## config.mk

```make
export PLATFORM = sky130hd
export DESIGN_NAME = i2c_slave_map_access_port
export DESIGN_NICKNAME = d
export VERILOG_FILES = /design/src/i2c_map_pkg.sv /design/src/i2c_slave_map_access_port.sv /design/src/line_sync.sv /design/src/map_decode.sv
export SDC_FILE = /design/constraint.sdc
export NUM_CORES = 1
export LEC_CHECK = 0
export ABC_AREA = 1
export BUFFER_PORTS_ARGS = -buffer_cell sky130_fd_sc_hd__buf_4
export CELL_PAD_IN_SITES_DETAIL_PLACEMENT = 0
export CELL_PAD_IN_SITES_GLOBAL_PLACEMENT = 2
export CORE_ASPECT_RATIO = 0.5
export CORE_MARGIN = 4
export CORE_UTILIZATION = 35
export DETAILED_ROUTE_END_ITERATION = 6
export HOLD_SLACK_MARGIN = 0.08
export PLACE_DENSITY = 0.8
export SLEW_MARGIN = 10
export SYNTH_ARGS = -nofsm -noshare
export SYNTH_HDL_FRONTEND = slang
export SYNTH_HIERARCHICAL = 1
export SYNTH_SLANG_ARGS = --single-unit
```

## constraint.sdc

```tcl
create_clock -name CLOCK_I -period 5.6 [get_ports CLOCK_I]
set_clock_uncertainty 0.15 [all_clocks]
set_input_delay 0.84 -clock CLOCK_I [delete_from_list [all_inputs] [get_ports CLOCK_I]]
set_output_delay 0.84 -clock CLOCK_I [all_outputs]
set_load 0.05 [all_outputs]
```

## src/i2c_map_pkg.sv

```systemverilog
package i2c_map_pkg;

    // ------------------------------------------------------------------
    // main slave address, bit 1 comes from the address-select pin
    // ------------------------------------------------------------------
    localparam logic [6:0] MAIN_ADDR_BASE    = 7'h20;  // 0x40 >> 1
    localparam int         MAIN_ADDR_PIN_BIT = 0;      // bit 1 of the byte = bit 0 of 7-bit addr

    // ------------------------------------------------------------------
    // register offsets inside the main map
    // ------------------------------------------------------------------
    localparam logic [7:0] SUBMAP_SELECT_CTRL_OFS        = 8'h0E;
    localparam logic [7:0] POSTPROC_MAP_SLAVE_ADDR_OFS   = 8'hFD;
    localparam logic [7:0] SERIAL_OUT_MAP_SLAVE_ADDR_OFS = 8'hFE;
    localparam logic [7:0] HIGHEST_SUBADDR               = 8'hFF;

    // ------------------------------------------------------------------
    // field layout and reset values
    // ------------------------------------------------------------------
    localparam int         SUBMAP_FIELD_LSB   = 5;
    localparam int         SUBMAP_FIELD_MSB   = 6;
    localparam logic [7:0] SUBMAP_CTRL_RESET  = 8'h00;
    localparam logic [7:0] POSTPROC_RESET     = 8'h00;
    localparam logic [7:0] SERIAL_OUT_RESET   = 8'h00;

    // ------------------------------------------------------------------
    // map selection codes
    // ------------------------------------------------------------------
    localparam logic [1:0] SUBMAP_GENERAL   = 2'h0;
    localparam logic [1:0] SUBMAP_INTERRUPT = 2'h1;
    localparam logic [1:0] SUBMAP_GENERAL2  = 2'h2;
    localparam logic [2:0] MAP_GENERAL      = 3'h0;
    localparam logic [2:0] MAP_INTERRUPT    = 3'h1;
    localparam logic [2:0] MAP_GENERAL2     = 3'h2;
    localparam logic [2:0] MAP_POSTPROC     = 3'h3;
    localparam logic [2:0] MAP_SERIAL_OUT   = 3'h4;

    // ------------------------------------------------------------------
    // bit counts
    // ------------------------------------------------------------------
    localparam logic [3:0] BITS_PER_BYTE = 4'h8;

endpackage

```

## src/i2c_slave_map_access_port.sv

```systemverilog
`timescale 1ns/10ps
module i2c_slave_map_access_port
    import i2c_map_pkg::*;
(
    // clock and reset
    input  wire logic       CLOCK_I,
    input  wire logic       SRST_I,
    // two-wire bus pins
    input  wire logic       SCL_I,
    input  wire logic       SDA_I,
    output logic            SDA_O,
    output logic            SDA_OE_O,
    // strap
    input  wire logic       ADDRESS_SELECT_PIN_I,
    // register-map side for all maps but the three local registers
    output logic [2:0]      MAP_SEL_O,
    output logic [7:0]      REG_ADDR_O,
    output logic [7:0]      WR_DATA_O,
    output logic            WR_STB_O,
    input  wire logic [7:0] RD_DATA_I,
    input  wire logic       ADDR_VALID_I,
    // local register contents
    output logic [1:0]      SUBMAP_SELECT_FIELD_O
);
    import i2c_map_pkg::*;

    // ------------------------------------------------------------------
    // types and state
    // ------------------------------------------------------------------
    typedef enum logic [2:0] {
        ST_IDLE  = 3'b000,
        ST_ADDR  = 3'b001,
        ST_ACK   = 3'b011,
        ST_SUB   = 3'b010,
        ST_WDATA = 3'b110,
        ST_RDATA = 3'b111,
        ST_RACK  = 3'b101
    } state_type;

    state_type  state;          // protocol position
    state_type  after_ack;      // where to go once the ack bit ends
    logic       scl_s;          // synchronised clock line
    logic       sda_s;          // synchronised data line
    logic       scl_d;          // previous clock sample
    logic       sda_d;          // previous data sample
    logic [3:0] bit_cnt;        // bits of the current byte
    logic [7:0] shift;          // incoming byte
    logic [7:0] tx;             // outgoing byte
    logic       is_read;        // direction of this transfer
    logic       ack_drive;      // hold data line low for ack
    logic       at_top;         // subaddress has hit the highest one
    logic [7:0] subaddr;        // current register subaddress
    logic [2:0] cur_map;        // map addressed in this transfer
    logic [7:0] submap_ctrl;    // local sub-map register
    logic [7:0] postproc_addr;  // local postprocessor address register
    logic [7:0] serial_addr;    // local serial output address register
    logic [7:0] rd_mux;         // byte to send at current subaddress
    logic       sub_valid;      // current subaddress exists
    logic       dec_hit;        // address byte matched
    logic [2:0] dec_map;        // map for matched address
    logic [7:0] byte_in;        // completed byte including last bit
    logic       local_reg;      // subaddress is one of ours
    logic       sub_ack;        // ack pending is for a subaddress
    logic       addr_sel_s;     // synchronised strap

    // ------------------------------------------------------------------
    // pin synchronisers
    // ------------------------------------------------------------------
    line_sync u_scl_sync (
        .CLOCK_I (CLOCK_I),
        .SRST_I  (SRST_I),
        .line_i  (SCL_I),
        .line_o  (scl_s)
    );
    line_sync u_sda_sync (
        .CLOCK_I (CLOCK_I),
        .SRST_I  (SRST_I),
        .line_i  (SDA_I),
        .line_o  (sda_s)
    );
    line_sync u_sel_sync (
        .CLOCK_I (CLOCK_I),
        .SRST_I  (SRST_I),
        .line_i  (ADDRESS_SELECT_PIN_I),
        .line_o  (addr_sel_s)
    );

    // edge history of the synchronised lines
    always_ff @(posedge CLOCK_I) begin
        if (SRST_I) begin
            scl_d <= 1'b1;
            sda_d <= 1'b1;
        end else begin
            scl_d <= scl_s;
            sda_d <= sda_s;
        end
    end

    wire scl_rise = scl_s & ~scl_d;                    // sample point
    wire scl_fall = ~scl_s & scl_d;                    // drive point
    wire start_c  = scl_s & scl_d & sda_d & ~sda_s;
    wire stop_c   = scl_s & scl_d & ~sda_d & sda_s;    // end of transfer

    // ------------------------------------------------------------------
    // address decode
    // ------------------------------------------------------------------
    map_decode u_decode (
        .addr_i            (byte_in[7:1]),
        .addr_sel_i        (addr_sel_s),
        .submap_i          (submap_ctrl[SUBMAP_FIELD_MSB:SUBMAP_FIELD_LSB]),
        .postproc_addr_i   (postproc_addr[7:1]),
        .serial_out_addr_i (serial_addr[7:1]),
        .hit_o             (dec_hit),
        .map_o             (dec_map)
    );

    // byte as it stands once the current rising edge is shifted in
    assign byte_in = {shift[6:0], sda_s};

    // sub-map select stays reachable from every main sub map
    assign local_reg = (cur_map <= MAP_GENERAL2 && subaddr == SUBMAP_SELECT_CTRL_OFS) ||
                       (cur_map == MAP_GENERAL &&
                        (subaddr == POSTPROC_MAP_SLAVE_ADDR_OFS ||
                         subaddr == SERIAL_OUT_MAP_SLAVE_ADDR_OFS));

    // ------------------------------------------------------------------
    // read data mux and subaddress validity
    // ------------------------------------------------------------------
    always_comb begin
        rd_mux    = RD_DATA_I;
        sub_valid = ADDR_VALID_I;
        if (local_reg) begin
            sub_valid = 1'b1;
            if (subaddr == SUBMAP_SELECT_CTRL_OFS) begin
                rd_mux = submap_ctrl;
            end else if (subaddr == POSTPROC_MAP_SLAVE_ADDR_OFS) begin
                rd_mux = postproc_addr;
            end else begin
                rd_mux = serial_addr;
            end
        end
    end

    // ------------------------------------------------------------------
    // protocol state machine
    // ------------------------------------------------------------------
    always_ff @(posedge CLOCK_I) begin
        if (SRST_I) begin
            state     <= ST_IDLE;
            after_ack <= ST_IDLE;
            bit_cnt   <= 4'h0;
            shift     <= 8'h00;
            is_read   <= 1'b0;
            ack_drive <= 1'b0;
            cur_map   <= MAP_GENERAL;
            subaddr   <= 8'h00;
            at_top    <= 1'b0;
            sub_ack   <= 1'b0;
        end else if (start_c) begin
            // any start, repeated or stray, begins a fresh address phase
            state     <= ST_ADDR;
            bit_cnt   <= 4'h0;
            ack_drive <= 1'b0;
        end else if (stop_c) begin
            state     <= ST_IDLE;
            ack_drive <= 1'b0;
        end else begin
            unique case (state)
                ST_IDLE: begin
                    ack_drive <= 1'b0;
                end
                ST_ADDR, ST_SUB, ST_WDATA: begin
                    if (scl_rise) begin
                        shift   <= byte_in;
                        bit_cnt <= bit_cnt + 4'h1;
                        if (bit_cnt == BITS_PER_BYTE - 4'h1) begin
                            bit_cnt <= 4'h0;
                            state   <= ST_ACK;
                            sub_ack <= (state == ST_SUB);
                            if (state == ST_ADDR) begin
                                // first byte is the device address
                                is_read   <= byte_in[0];
                                cur_map   <= dec_map;
                                ack_drive <= dec_hit;
                                after_ack <= !dec_hit ? ST_IDLE :
                                             byte_in[0] ? ST_RDATA : ST_SUB;
                            end else if (state == ST_SUB) begin
                                // second byte is the starting subaddress
                                subaddr   <= byte_in;
                                at_top    <= 1'b0;
                                ack_drive <= 1'b1;
                                after_ack <= ST_WDATA;
                            end else begin
                                // write beyond the top is dropped
                                ack_drive <= sub_valid && !at_top;
                                after_ack <= (sub_valid && !at_top) ? ST_WDATA : ST_IDLE;
                                if (subaddr == HIGHEST_SUBADDR) begin
                                    at_top <= 1'b1;
                                end else begin
                                    subaddr <= subaddr + 8'h01;
                                end
                            end
                        end
                    end
                end
                ST_ACK: begin
                    if (sub_ack && !sub_valid) begin
                        ack_drive <= 1'b0;
                        after_ack <= ST_IDLE;
                    end
                    // ack held through the ninth pulse, released on its fall
                    if (scl_fall && scl_d && bit_cnt == 4'h1) begin
                        ack_drive <= 1'b0;
                        state     <= after_ack;
                        bit_cnt   <= 4'h0;
                    end else if (scl_rise) begin
                        bit_cnt <= 4'h1;
                    end
                end
                ST_RDATA: begin
                    if (scl_rise) begin
                        bit_cnt <= bit_cnt + 4'h1;
                        if (bit_cnt == BITS_PER_BYTE - 4'h1) begin
                            bit_cnt <= 4'h0;
                            state   <= ST_RACK;
                            // last register repeats beyond the top
                            if (subaddr != HIGHEST_SUBADDR) begin
                                subaddr <= subaddr + 8'h01;
                            end
                        end
                    end
                end
                ST_RACK: begin
                    // master not-acknowledge ends the read
                    if (scl_rise) begin
                        state <= sda_s ? ST_IDLE : ST_RDATA;
                    end
                end
                default: state <= ST_IDLE;
            endcase
        end
    end

    // ------------------------------------------------------------------
    // read shifter: loads and shifts on falling clock only
    // ------------------------------------------------------------------
    always_ff @(posedge CLOCK_I) begin
        if (SRST_I) begin
            tx <= 8'hFF;
        end else if (scl_fall) begin
            if (state == ST_ACK && after_ack == ST_RDATA) begin
                tx <= rd_mux;
            end else if (state == ST_RACK) begin
                tx <= rd_mux;
            end else if (state == ST_RDATA && bit_cnt != 4'h0) begin
                tx <= {tx[6:0], 1'b1};
            end
        end
    end

    // ------------------------------------------------------------------
    // data line drive, open drain: only ever pulls low
    // ------------------------------------------------------------------
    always_ff @(posedge CLOCK_I) begin
        if (SRST_I) begin
            SDA_OE_O <= 1'b0;
        end else if (start_c || stop_c) begin
            SDA_OE_O <= 1'b0;
        end else if (scl_fall) begin
            // changes at falling edges keep data stable while clock high
            if (state == ST_ACK) begin
                SDA_OE_O <= (after_ack == ST_RDATA) ? ~rd_mux[7] : 1'b0;
            end else if (state == ST_RDATA) begin
                SDA_OE_O <= (bit_cnt == 4'h0) ? ~tx[7] : ~tx[6];
            end else if (state == ST_RACK) begin
                SDA_OE_O <= 1'b0;
            end else begin
                SDA_OE_O <= 1'b0;
            end
        end else if (state == ST_ACK && ack_drive && !scl_s && bit_cnt == 4'h0) begin
            SDA_OE_O <= 1'b1;
        end else if (state == ST_IDLE) begin
            SDA_OE_O <= 1'b0;
        end
    end
    assign SDA_O = 1'b0;

    // ------------------------------------------------------------------
    // register writes: local registers and external strobe
    // ------------------------------------------------------------------
    wire wr_fire = (state == ST_WDATA) && !start_c && !stop_c && scl_rise &&
                   (bit_cnt == BITS_PER_BYTE - 4'h1) && sub_valid && !at_top;

    always_ff @(posedge CLOCK_I) begin
        if (SRST_I) begin
            submap_ctrl   <= SUBMAP_CTRL_RESET;
            postproc_addr <= POSTPROC_RESET;
            serial_addr   <= SERIAL_OUT_RESET;
        end else if (wr_fire && local_reg) begin
            if (subaddr == SUBMAP_SELECT_CTRL_OFS) begin
                submap_ctrl <= byte_in;
            end else if (subaddr == POSTPROC_MAP_SLAVE_ADDR_OFS) begin
                postproc_addr <= byte_in;
            end else begin
                serial_addr <= byte_in;
            end
        end
    end

    // external write strobe and held data; REG_ADDR_O has already stepped to the next subaddress, except after a write at HIGHEST_SUBADDR
    always_ff @(posedge CLOCK_I) begin
        if (SRST_I) begin
            WR_STB_O  <= 1'b0;
            WR_DATA_O <= 8'h00;
        end else begin
            WR_STB_O <= wr_fire && !local_reg;
            if (wr_fire) begin
                WR_DATA_O <= byte_in;
            end
        end
    end

    assign MAP_SEL_O             = cur_map;
    assign REG_ADDR_O            = subaddr;
    assign SUBMAP_SELECT_FIELD_O = submap_ctrl[SUBMAP_FIELD_MSB:SUBMAP_FIELD_LSB];

endmodule // i2c_slave_map_access_port

```

## src/line_sync.sv

```systemverilog
`timescale 1ns/10ps
module line_sync (
    // clock and reset
    input  wire logic CLOCK_I,
    input  wire logic SRST_I,
    // raw line and synchronised copy
    input  wire logic line_i,
    output logic      line_o
);
    logic first;  // read only by the second stage
    // --------------------------------------------------------------
    // two-stage synchroniser, idle level of the bus is high
    // --------------------------------------------------------------
    always_ff @(posedge CLOCK_I) begin
        if (SRST_I) begin
            first  <= 1'b1;
            line_o <= 1'b1;
        end else begin
            first  <= line_i;
            line_o <= first;
        end
    end
endmodule // line_sync

```

## src/map_decode.sv

```systemverilog
`timescale 1ns/10ps
module map_decode
    import i2c_map_pkg::*;
(
    // address under test and configuration
    input  wire logic [6:0] addr_i,
    input  wire logic       addr_sel_i,
    input  wire logic [1:0] submap_i,
    input  wire logic [6:0] postproc_addr_i,
    input  wire logic [6:0] serial_out_addr_i,
    // result
    output logic            hit_o,
    output logic [2:0]      map_o
);
    logic [6:0] main_addr;  // pin-dependent main address
    // --------------------------------------------------------------
    // address match; zero programmed address never matches
    // --------------------------------------------------------------
    always_comb begin
        main_addr = MAIN_ADDR_BASE;
        main_addr[MAIN_ADDR_PIN_BIT] = addr_sel_i;
        hit_o = 1'b0;
        map_o = MAP_GENERAL;
        if (addr_i == main_addr) begin
            hit_o = 1'b1;
            // selected sub map, reserved code falls back to general
            unique case (submap_i)
                SUBMAP_INTERRUPT: map_o = MAP_INTERRUPT;
                SUBMAP_GENERAL2:  map_o = MAP_GENERAL2;
                default:          map_o = MAP_GENERAL;
            endcase
        end else if (postproc_addr_i != 7'h00 && addr_i == postproc_addr_i) begin
            hit_o = 1'b1;
            map_o = MAP_POSTPROC;
        end else if (serial_out_addr_i != 7'h00 && addr_i == serial_out_addr_i) begin
            hit_o = 1'b1;
            map_o = MAP_SERIAL_OUT;
        end
    end
endmodule // map_decode

```

==> flow_metrics.tcl <==
set metrics [dict create \
    reg2reg_from "REG_ADDR_O[1]" \
    fin_crit_ns 2.66 \
    cp-start-kind "register" \
    die_area_mm2 0.0145 \
    whs_ns 0.251 \
    gr-total-overflow 0 \
    antenna_found_initial 0 \
    clkLatencyLatePin_ns 0.34 \
    grt_pass1_vias 3932 \
    rrSetupSlack_ns 2.94 \
    maxClockFrequency_ghz 0.376 \
    synthFlopType "dfxtp_1" \
    num-nets-final 722 \
    path_class "reg2reg" \
    wirelength_um 13500 \
    grt_max_degree 37 \
    grtUsageTotal_pct 19.0 \
    tritoncts "done" \
    port_buffers 36 \
    io_pins 38 \
    rr_worst_depth 10 \
    min_path_type "reg2reg" \
    initial_core_util_pct 36.5 \
    core-area_mm2 0.0121 \
    synth-async-reset-ratio_pct 0 \
    layout.cells.most_common "nand2_1" \
    route.detailed.drc 0 \
    final_cell_mix "nand2_1, nor2_1, dfxtp_1" \
    power.density_mw_per_mm2 315 \
    fin_setup_tns_ns 0 \
    ir_drop_uv 134 \
    stdcell_count 872 \
    drtIter0Drc 275 \
    setup_ws_ns 2.94 \
    placed_cell_area_mm2 0.00478 \
    post-place-ws_ns 2.97 \
    cts_buffers 9 \
    fp.dieW_um 167 \
    finalHoldViolCount 0 \
    timing.rr.end "serial_addr[0]" \
    cp.required_ns 5.66 \
    synth_cell_types 36 \
    finalSetupViolations 0 \
    first_pass_iters 4 \
    min_to "u_sda_sync/line_o" \
    h-tree-depth 3 \
    placed_cells 856 \
    routed_via_density 4.92 \
    ys_warn_count 6 \
    clock_path_buffers 2 \
    grt_pass1_wl_um 21500 \
    cts_setup_buffers 0 \
    maxCapViolations 0 \
    antennaDiodeCount 0 \
    dp_hpwl_um 9910 \
    syn_area_per_cell_um2 6.53 \
    path_max_fanout 25 \
    finalMaxSlewViolations 0 \
    synth-seq-cells 81 \
    min_from "u_sda_sync/first" \
    synthToLayoutAreaGrowth_pct 15.7 \
    num_vias 4287 \
    postCtsHoldBufs 0 \
    slew_headroom_pct 30.0 \
    endpoint_kind "register" \
    wl_per_cell_um 15.5 \
    syn_inst 674 \
    ys_seq_area_share_pct 36.8 \
    synth_fp_nets 694 \
    cts-root-buf "clkbuf_16" \
    cellLeakagePower_nw 2.25 \
    synth_edf_count 0 \
    gp_congestion 0.855 \
    synthesis.area_mm2 0.00440 \
    min_path_cells 2 \
    totalPowerFinal_mw 1.60 \
    tightest_slew_ns 1.05 \
    cts_resized 0 \
    core.rowCount 28 \
    clk_pin_slew_ns 0.06 \
    drive_gt1_share_pct 12.3 \
    status "finished clean" \
    detail-route-antenna-nets 0 \
    rsz0062_at_grt "no" \
    die-height_um 87.3 \
    final_area_mm2 0.00509 \
    cts_sinks 81 \
    crit_arrival_ns 2.72 \
    timing.final.crit_share_pct 47.5 \
    postLayoutCoreUtil_pct 42.3 \
]
==> cell type report <==
| type | count | area (um2) |
|---|---|---|
| Fill cell | 1324 | 6960 |
| Multi-Input combinational cell | 483 | 2340 |
| Clock inverter | 6 | 82.6 |
| Timing Repair Buffer | 37 | 278 |
| Tap cell | 165 | 206 |
| Sequential cell | 81 | 1620 |
| Clock buffer | 10 | 229 |
| Inverter | 90 | 338 |
==> logic make-up after synthesis <==
kind of cell	count (synthesis)	synth area share [%]
other cells	1	0.0852
xor+xnor	8	1.59
compound gates	127	15.7
flops	81	36.8
buf+inv	110	10.0
simple gates	341	34.0
fa+ha+maj	6	1.71
==> worst max-delay path, cell delays in order, from the launching register on <==
cell and delay, ns:
dfxtp_1 0.42, inv_1 0.08, ha_1 0.18, inv_1 0.06
nor2_1 0.05, nand2_2 0.14, clkinv_1 0.57, nor2_2 0.52
nand2_2 0.20, nand2_1 0.10, a21oi_1 0.06
==> synth_stat cells, types with 8 or more instances <==
cell type / number / area share [%]
nor3_1: 8 / 0.91
inv_2: 11 / 0.94
nand3_1: 48 / 5.5
nor2_1: 87 / 7.4
inv_1: 77 / 6.6
nand2_1: 166 / 14
buf_2: 8 / 0.91
dfxtp_1: 81 / 37
o211ai_1: 13 / 2.2
a21oi_1: 63 / 7.2
clkbuf_1: 8 / 0.68
o21ai_0: 39 / 4.4
==> flip-flops by register name (all words and copies together) (netlist names), 3 cells and up <==
name / cells
submap_ctrl: 8
WR_DATA_O: 8
bit_cnt: 4
MAP_SEL_O: 3
shift: 7
tx: 8
state: 3
REG_ADDR_O: 8
postproc_addr: 8
serial_addr: 8
after_ack: 3
==> routing by layer <==
layer / track usage (%) / wire (um) / up-vias
li1: - / - / 2230
met1: 26.7 / 7160 / 1962
met2: 29.4 / 5570 / 83
met3: 4.90 / 627 / 12
met4: 4.83 / 166 / 0
met5: 0 / 0 / -
==> where the power goes <==
part | internal [mW] | total, mW | switching [mW]
Clock | 0.388 | 0.630 | 0.241
Sequential | 0.606 | 0.650 | 0.0441
Combinational | 0.102 | 0.322 | 0.220
==> worst max path at each step <==
stage	startpoint	to	slack, ns	depth (start not counted)
6_report	REG_ADDR_O[1]	serial_addr[0]	2.94	10
5_1_grt	bit_cnt[0]	WR_DATA_O[2]	2.67	8
4_1_cts	REG_ADDR_O[1]	serial_addr[1]	2.96	10
3_5_place_dp	REG_ADDR_O[1]	serial_addr[3]	2.97	10
3_3_place_gp	REG_ADDR_O[1]	serial_addr[0]	3.02	10
2_1_floorplan	REG_ADDR_O[1]	postproc_addr[5]	3.27	11
Power figures use the tool's default switching activity.
